**config.mk**
```make
export PLATFORM = sky130hd
export DESIGN_NAME = icp_top
export DESIGN_NICKNAME = d
export VERILOG_FILES = /design/src/rtl/icp_pkg.sv /design/src/rtl/icp_timer_if.sv /design/src/rtl/icp_top.sv /design/src/rtl/icp_timer.sv
export SDC_FILE = /design/constraint.sdc
export NUM_CORES = 1
export LEC_CHECK = 0
export BUFFER_PORTS_ARGS = -buffer_cell sky130_fd_sc_hd__buf_2
export CORE_ASPECT_RATIO = 1.75
export CORE_MARGIN = 4
export CORE_UTILIZATION = 46
export CTS_BUF_LIST = sky130_fd_sc_hd__clkbuf_8
export DETAILED_ROUTE_END_ITERATION = 6
export PLACE_DENSITY = 0.66
export SETUP_SLACK_MARGIN = 0.4
export SLEW_MARGIN = 25
export SYNTH_ARGS = -nofsm -noshare
export SYNTH_HDL_FRONTEND = slang
export SYNTH_HIERARCHICAL = 1
export SYNTH_SLANG_ARGS = --single-unit
```
**constraint.sdc**
```tcl
create_clock -name clock -period 4.6 [get_ports clock]
set_input_delay 0.46 -clock clock [delete_from_list [all_inputs] [get_ports clock]]
set_output_delay 0.46 -clock clock [all_outputs]
set_load 0.03 [all_outputs]
```
**src/rtl/icp_pkg.sv**
```systemverilog
// constants shared by the isolated can phy protection logic
// assumes a single 40 mhz clock and analog levels already digitised
// Operation
// - differential bus is dominant low, bias recessive high
// - host drives transmit input, receive output shows bus
// - receiver low at 900 mV, high at 500 mV
// - timeout timer starts on transmit falling edge
// - no rising edge before expiry disables driver
// - transmit returning high clears timeout, re-enables driver
// - in timeout bus recessive, receiver keeps following
// - over temperature turns driver off, receiver runs
// - thermal shutdown clears only below hysteresis point
// - either supply low enters protected default mode
// - bus supply below 4 V forces receive high
// - both supplies valid means normal functional operation
// - resume normal operation 300 us after undervoltage
// - floating inputs fall to safe default states
// - low transmit dominant, high or open recessive
package icp_pkg;

    // ------------------------------------------------------------
    // clock
    // ------------------------------------------------------------
    localparam int unsigned CLOCK_HZ = 40000000;

    // ------------------------------------------------------------
    // receiver thresholds in millivolts
    // ------------------------------------------------------------
    localparam logic signed [15:0] RX_DOMINANT_MV = 16'sh384;
    localparam logic signed [15:0] RX_RECESSIVE_MV = 16'sh1f4;

    // ------------------------------------------------------------
    // supply thresholds in millivolts
    // ------------------------------------------------------------
    localparam logic [12:0] BUS_SUPPLY_UV_THRESHOLD_MV = 13'hfa0;

    // ------------------------------------------------------------
    // timing, figures in microseconds and derived cycle counts
    // ------------------------------------------------------------
    localparam int unsigned UV_RESUME_US = 300;
    localparam int unsigned UV_RESUME_CYCLES =
        (UV_RESUME_US * (CLOCK_HZ / 1000000) > 0) ?
        UV_RESUME_US * (CLOCK_HZ / 1000000) : 1;
    // period not fixed by the part family; plain default
    localparam int unsigned DOMINANT_TIMEOUT_PERIOD_US = 1000;
    localparam int unsigned DOMINANT_TIMEOUT_CYCLES =
        (DOMINANT_TIMEOUT_PERIOD_US * (CLOCK_HZ / 1000000) > 0) ?
        DOMINANT_TIMEOUT_PERIOD_US * (CLOCK_HZ / 1000000) : 1;
    localparam int TIMER_WIDTH = 24;

    // ------------------------------------------------------------
    // supply mode
    // ------------------------------------------------------------
    typedef enum logic [1:0] {
        ICP_PROTECTED,
        ICP_RESUMING,
        ICP_FUNCTIONAL
    } icp_mode_t;

endpackage

```
**src/rtl/icp_timer_if.sv**
```systemverilog
// carrier between the protection core and one of its timers
// assumes both ends sit on the same clock
`timescale 1ns/1ps
interface icp_timer_if;
    logic restart;
    logic run;
    logic expired;

    modport core
    (
        output restart,
        output run,
        input expired
    );

    modport timer
    (
        input restart,
        input run,
        output expired
    );
endinterface

```
**src/rtl/icp_top.sv**
```systemverilog
// protection and mode logic of an isolated can transceiver
// assumes analog comparators and adcs present digitised levels
// synchronous to clock; the bus drive outputs go to the analog driver
`timescale 1ns/1ps
module icp_top
#(
    parameter int unsigned DOMINANT_TIMEOUT_PERIOD =
        icp_pkg::DOMINANT_TIMEOUT_CYCLES,
    parameter int unsigned RESUME_DELAY = icp_pkg::UV_RESUME_CYCLES
)
(
    input wire logic clock,
    input wire logic rst_n,
    // host transmit input, low means dominant
    input wire logic txd,
    // pin floating indication, pull-up makes it read high
    input wire logic txd_float,
    // digitised differential input voltage in mV
    input wire logic signed [15:0] differential_input_voltage,
    // both bus lines open
    input wire logic bus_open,
    // logic side supply above its threshold
    input wire logic logic_side_supply_ok,
    // bus side supply in mV
    input wire logic [12:0] bus_side_supply,
    // junction above shutdown threshold
    input wire logic over_temp,
    // junction below threshold minus hysteresis
    input wire logic below_thermal_hysteresis,
    output logic rxd,
    output logic drive_dominant,
    output logic recessive_bias,
    output logic driver_enable,
    output logic dominant_timeout,
    output logic thermal_shutdown,
    output logic protected_mode
);
    import icp_pkg::*;

    // ------------------------------------------------------------
    // input conditioning
    // ------------------------------------------------------------
    logic tx_level;
    logic tx_prev;
    logic tx_fall;
    logic tx_rise;
    logic bus_supply_ok;
    logic supplies_ok;

    // floating transmit pin reads recessive
    assign tx_level = txd | txd_float;

    // edges against the registered level, which idles high after reset
    assign tx_fall = tx_prev & ~tx_level;
    assign tx_rise = ~tx_prev & tx_level;

    // supply comparators; the logic side arrives already decided
    assign bus_supply_ok = bus_side_supply >= BUS_SUPPLY_UV_THRESHOLD_MV;
    assign supplies_ok = logic_side_supply_ok & bus_supply_ok;

    // previous transmit level for edge detection
    always_ff @(posedge clock or negedge rst_n)
    begin
        if (!rst_n)
        begin
            tx_prev <= 1'b1;
        end
        else
        begin
            tx_prev <= tx_level;
        end
    end

    // ------------------------------------------------------------
    // dominant timeout
    // ------------------------------------------------------------
    icp_timer_if dto_if ();

    // restart on falling edge, rising edge also resets the count
    assign dto_if.restart = tx_fall | tx_rise;
    assign dto_if.run = ~tx_level;

    icp_timer
    #(
        .LIMIT(DOMINANT_TIMEOUT_PERIOD)
    )
    u_dto_timer
    (
        .clock(clock),
        .rst_n(rst_n),
        .ctl(dto_if.timer)
    );

    // set on expiry while low; any high level clears it
    always_ff @(posedge clock or negedge rst_n)
    begin
        if (!rst_n)
        begin
            dominant_timeout <= 1'b0;
        end
        else if (tx_level)
        begin
            dominant_timeout <= 1'b0;
        end
        else if (dto_if.expired)
        begin
            dominant_timeout <= 1'b1;
        end
    end

    // ------------------------------------------------------------
    // thermal shutdown
    // ------------------------------------------------------------
    // set wins; clearing needs the hysteresis point, not just threshold
    always_ff @(posedge clock or negedge rst_n)
    begin
        if (!rst_n)
        begin
            thermal_shutdown <= 1'b0;
        end
        else if (over_temp)
        begin
            thermal_shutdown <= 1'b1;
        end
        else if (below_thermal_hysteresis)
        begin
            thermal_shutdown <= 1'b0;
        end
    end

    // ------------------------------------------------------------
    // undervoltage lockout and resume delay
    // ------------------------------------------------------------
    icp_timer_if uv_if ();
    icp_mode_t mode;

    assign uv_if.restart = ~supplies_ok;
    assign uv_if.run = (mode == ICP_RESUMING);

    icp_timer
    #(
        .LIMIT(RESUME_DELAY)
    )
    u_uv_timer
    (
        .clock(clock),
        .rst_n(rst_n),
        .ctl(uv_if.timer)
    );

    // a supply dip at any point drops straight back to protected
    always_ff @(posedge clock or negedge rst_n)
    begin
        if (!rst_n)
        begin
            mode <= ICP_PROTECTED;
        end
        else if (!supplies_ok)
        begin
            mode <= ICP_PROTECTED;
        end
        else
        begin
            case (mode)
                ICP_PROTECTED:
                begin
                    mode <= ICP_RESUMING;
                end
                ICP_RESUMING:
                begin
                    if (uv_if.expired)
                    begin
                        mode <= ICP_FUNCTIONAL;
                    end
                end
                default:
                begin
                    mode <= ICP_FUNCTIONAL;
                end
            endcase
        end
    end

    // ------------------------------------------------------------
    // driver
    // ------------------------------------------------------------
    logic mode_functional;
    logic next_driver_enable;
    logic next_drive_dominant;

    // only the functional mode may ever drive the bus
    assign mode_functional = (mode == ICP_FUNCTIONAL);

    // any single fault alone forces the bus recessive
    assign next_driver_enable = ~dominant_timeout & ~thermal_shutdown
        & mode_functional & supplies_ok;

    // low transmit drives the bus differentially
    assign next_drive_dominant = next_driver_enable
        & ~tx_level;

    // registered enable; one cycle of latency traded for clean outputs
    always_ff @(posedge clock or negedge rst_n)
    begin
        if (!rst_n)
        begin
            driver_enable <= 1'b0;
        end
        else
        begin
            driver_enable <= next_driver_enable;
        end
    end

    // dominant drive towards the analog stage
    always_ff @(posedge clock or negedge rst_n)
    begin
        if (!rst_n)
        begin
            drive_dominant <= 1'b0;
        end
        else
        begin
            drive_dominant <= next_drive_dominant;
        end
    end

    // bias is the complement, so any fault leaves the bus recessive
    always_ff @(posedge clock or negedge rst_n)
    begin
        if (!rst_n)
        begin
            recessive_bias <= 1'b1;
        end
        else
        begin
            recessive_bias <= ~next_drive_dominant;
        end
    end

    // mode flag; high through lockout and the resume delay
    always_ff @(posedge clock or negedge rst_n)
    begin
        if (!rst_n)
        begin
            protected_mode <= 1'b1;
        end
        else
        begin
            protected_mode <= ~mode_functional;
        end
    end

    // ------------------------------------------------------------
    // receiver
    // ------------------------------------------------------------
    logic rx_decision;
    logic next_rx_decision;
    logic rx_forced;

    // either supply lost leaves receive at its default high
    assign rx_forced = ~bus_supply_ok | ~logic_side_supply_ok;

    // between thresholds the last decision holds
    always_comb
    begin
        next_rx_decision = rx_decision;
        if (bus_open)
        begin
            next_rx_decision = 1'b1;
        end
        else if (differential_input_voltage >= RX_DOMINANT_MV)
        begin
            next_rx_decision = 1'b0;
        end
        else if (differential_input_voltage <= RX_RECESSIVE_MV)
        begin
            next_rx_decision = 1'b1;
        end
    end

    // receiver keeps following the bus through timeout and shutdown
    always_ff @(posedge clock or negedge rst_n)
    begin
        if (!rst_n)
        begin
            rx_decision <= 1'b1;
        end
        else
        begin
            rx_decision <= next_rx_decision;
        end
    end

    // bus side lost: default high regardless of the comparator
    always_ff @(posedge clock or negedge rst_n)
    begin
        if (!rst_n)
        begin
            rxd <= 1'b1;
        end
        else if (rx_forced)
        begin
            rxd <= 1'b1;
        end
        else
        begin
            rxd <= next_rx_decision;
        end
    end
endmodule

```
**src/rtl/icp_timer.sv**
```systemverilog
// saturating cycle timer used for the timeout and resume delays
// assumes restart and run are synchronous to clock
`timescale 1ns/1ps
module icp_timer
#(
    parameter int unsigned LIMIT = 1
)
(
    input wire logic clock,
    input wire logic rst_n,
    icp_timer_if.timer ctl
);
    import icp_pkg::*;

    localparam logic [TIMER_WIDTH-1:0] LIMIT_W = TIMER_WIDTH'(LIMIT);

    logic [TIMER_WIDTH-1:0] count;

    // count up while running, stop at the limit; restart wins over run
    always_ff @(posedge clock or negedge rst_n)
    begin
        if (!rst_n)
        begin
            count <= '0;
        end
        else if (ctl.restart)
        begin
            count <= '0;
        end
        else if (ctl.run && count < LIMIT_W)
        begin
            count <= count + 1'b1;
        end
    end

    assign ctl.expired = (count >= LIMIT_W) && !ctl.restart;
endmodule

```
==> reports/qor_table.md <==
| Stage | Quantity | Reported |
| --- | --- | --- |
| global route | Overall global routing resource usage | 0.164 |
| clock tree | Worst-skew pair later-pin latency | 0.35 ns |
| critical path | Library cell contributing the largest single delay on the critical path | nor4b_1 |
| global route | Overflow left after global routing | 0 |
| timing | Max-slew headroom | 0.393 |
| clock tree | Number of gates given a new drive strength after cts | 0 |
| die | Die Wd | 69.0 um |
| placement | Instance area at placement | 3280 um2 |
| global route | Maximum number of pins on one net before global-route repair | 60 |
| routing | Routed vias | 2297 |
| die | Effective utilization at floorplan | 0.478 |
| synth | Number of instances in the synthesized netlist | 286 |
| critical path | Arrival time of the worst setup path | 2.44 ns |
| pwr | Worst IR Drop VDD | 0.148 mV |
| clock tree | Hold buffer count at CTS | 0 |
| synth | Largest area contributor in the netlist | dfrtp_1 |
| status | Outcome | completed |
| die | Area of the die | 7920 um2 |
| pwr | Total power per unit cell area | 293 nW/um2 |
| timing | Setup Skew | 0.00624 ns |
| synth | Post-synthesis instance area | 3000 um2 |
| critical path | Crit path cell chain | o21ai_0 -> nand4_1 -> nor4b_1 -> mux2_2 |
| routing | Remaining number of nets flagged by the antenna check after routing | 0 |
| synth | Yosys warnings | 6 |
| die | Ports placed on the boundary | 44 |
| synth | Unique cell type count in the Yosys netlist | 46 |
| die | Core Region | 6280 um2 |
| placement | Buffers on Ports | 38 |
| clock tree | Clock sink total | 59 |
| critical path | CP Capture Type | flop |
| synth | Synth Area per Inst | 10.5 um2 |
| cells and area | Layout cells sized above 1 | 0.247 |
| clock tree | Number of buffers on the longest clock path | 2 |
| timing | Unrepaired setup endpoints after global routing | false |
| clock tree | Count of buffers added by post-CTS timing repair for setup | 0 |
| timing | Worst hold slack | 0.252 ns |
| pwr | Cell leakage power | 1.49 nW |
| routing | Number of search-and-repair iterations in the first detailed-routing pass | 4 |
| synth | Cell types occupying the most area after synthesis | dfrtp_1 45%, nor2b_1 5.6%, or4_1 4.8% |
| cells and area | Post-Route Utilization | 0.550 |
| timing | Endpoints failing hold | 0 |
| die | # rows | 38 |
| placement | Last weighted congestion value of the routability-driven placer | 0.736 |
| flow run | Max-Cap Viols | 0 |
| cells and area | Layout area overhead | 15.1% |
| timing | Total count of max-transition violations in the final report | 0 |
| timing | Final total negative setup slack | 0 ns |
| clock tree | Root Driver | clkbuf_8 |
| clock tree | Clock tree from TritonCTS | done |
| critical path | Max stage delay on crit path | 0.49 ns |
| clock tree | Clk slew on worst S/H paths | 0.07 ns |
| routing | Routed wire length per instance | 14.4 um |
| global route | Number of global-route vias before repair | 2329 |
| timing | Worst Tran Pin Value | 0.903 ns |
| critical path | WP data required | 4.83 ns |
| timing | Endpoints failing setup | 0 |
| routing | Total wirelength of the detailed-routed design | 5920 um |
| timing | Part of the cycle the worst path needs | 0.479 |
| synth | Proportion of netlist area held by the largest area contributor | 0.451 |
| synth | Number of nets in the synthesized netlist | 327 |
| synth | Part of the Yosys area used for sequential elements | 0.495 |
| routing | Via density per instance | 5.58 |
| timing | Max Fclk | 453 MHz |
| timing | Final min period | 2.21 ns |
| min path | Min-Delay Path Class | primary input to async pin |
| critical path | Element type at the critical path start | flop |
| routing | Detailed Route Iter0 Violations | 147 |
| clock tree | Count of H-tree levels built during CTS | 3 |
| global route | Global-route wire length before repair | 10300 um |
| die | Overall die height | 115 um |
| clock tree | TritonCTS Buffers | 9 |
| critical path | Largest driver fanout on the critical path | 11 |
| cells and area | Post-route design area | 3450 um2 |
| global route | Number of antenna violations at the first check in global routing | 0 |
| placement | Post-detailed-placement half-perimeter wirelength | 4110 um |
| critical path | Path type of the worst setup path | flop to flop |
| routing | DRC errors left | 0 |
| synth | Synth Register Bits | 59 |
| cells and area | Number of diodes added for antenna fixing | 0 |
| cells and area | Total number of nets in the final design | 368 |
[worst paths after layout]
check | start | slack (ns) | cells after the start | endpoint
setup / recovery | u_dto_timer/count[14]$_DFFE_PN0P_ | 2.39 | 4 | u_dto_timer/count[11]$_DFFE_PN0P_
hold / removal | rst_n | 0.25 | 2 | u_dto_timer/count[3]$_DFFE_PN0P_
setup reg to reg | u_dto_timer/count[14]$_DFFE_PN0P_ | 2.39 | 4 | u_dto_timer/count[11]$_DFFE_PN0P_
hold reg to reg | mode[1]$_DFFE_PN0P_ | 0.47 | 1 | protected_mode$_DFF_PN1_
max in group asynchronous | rst_n | 3.84 | 2 | u_uv_timer/count[10]$_DFFE_PN0P_
min in group clock | over_temp | 0.29 | 2 | thermal_shutdown$_DFFE_PN0P_
[per-layer routing]
layer	vias to the layer above	track usage	routed length, um
met5	-	0	0
met4	0	0.0913	187
met3	15	0.0499	160
met2	27	0.310	3290
met1	1136	0.156	2290
li1	1119	-	-
[worst max-delay path, delay by kind of cell (launching register included)]
kind / cells / cell delay [ns]
compound gates: 1 / 0.37
simple gates: 2 / 0.93
flops: 1 / 0.42
mux: 1 / 0.37
[cells in the final DEF (no fill, tap or decap), drive strengths merged]
cell type and n:
dfrtp 54, a21oi 20, and4b 1, or3 6, and4 3, nand4 9
o31ai 14, nor3 3, or4 19, o31a 1, and3 4, nand2 8
nor4 9, nand3b 1, nor2 23, buf 43, nor2b 27, xnor2 1
mux2 9, o32ai 1, a21o 1, clkinv 2, o21ai 6, ha 4
clkbuf 11, nand2b 5, nor3b 3, inv 17, dfstp 5, nor4b 4
o21a 1, mux2i 2, a22oi 1, nand3 9, and2 3, a31oi 1
a211oi 1
[power breakdown]
part	internal (W)	switching, W	leakage, nW
combinational	0.0000241	0.0000384	0.586
clock	0.000217	0.000202	0.103
sequential	0.000525	0.00000433	0.802
total	0.000766	0.000244	1.49
[registers in the layout, indices dropped and copies added, names as in the netlist]
register / cells
dominant_timeout: 1
drive_dominant: 1
driver_enable: 1
mode: 2
protected_mode: 1
recessive_bias: 1
rx_decision: 1
rxd: 1
thermal_shutdown: 1
tx_prev: 1
u_dto_timer/count: 24
u_uv_timer/count: 24
[area by class of cell]
class | count | area, um2
Clock buffer | 11 | 151
Clock inverter | 5 | 21.3
Fill cell | 594 | 2830
Timing Repair Buffer | 43 | 228
Sequential cell | 59 | 1480
Inverter | 14 | 52.6
Tap cell | 80 | 100
Multi-Input combinational cell | 200 | 1410
[Yosys cell counts (all sizes together)]
cell / instances
a31oi: 1
buf: 6
nand2b: 5
or3: 6
and4: 3
ha: 4
clkbuf: 7
xnor2: 1
nand4: 9
o21a: 1
o31ai: 14
a21o: 1
nor4b: 4
nand2: 8
dfrtp: 54
dfstp: 5
nor2: 23
inv: 14
a21oi: 20
and4b: 1
nor2b: 27
and3: 4
mux2i: 2
nand3b: 1
and2: 3
nor4: 9
nor3b: 3
a211oi: 1
o31a: 1
o32ai: 1
a22oi: 1
or4: 19
mux2: 9
o21ai: 6
nor3: 3
nand3: 9
[stage by stage]
step	power [W]	setup WS (ns)	std cells
4_1_cts	0.00103	2.41	412
2_1_floorplan	0.000570	2.60	286
5_1_grt	0.00106	2.27	412
3_3_place_gp	0.000602	2.12	396
3_5_place_dp	0.000604	2.09	396
6_report	0.00101	2.39	412
[logic make-up after synthesis]
logic type,after synthesis,synth area share
muxes,11,0.0405
DFF,59,0.495
and+or+nand+nor,137,0.305
adders and majority gates,4,0.0167
AOI/OAI and AO/OA,47,0.101
buffers and inverters,27,0.0396
xor gates and xnor gates,1,0.00292
Power figures use the tool's default switching activity.
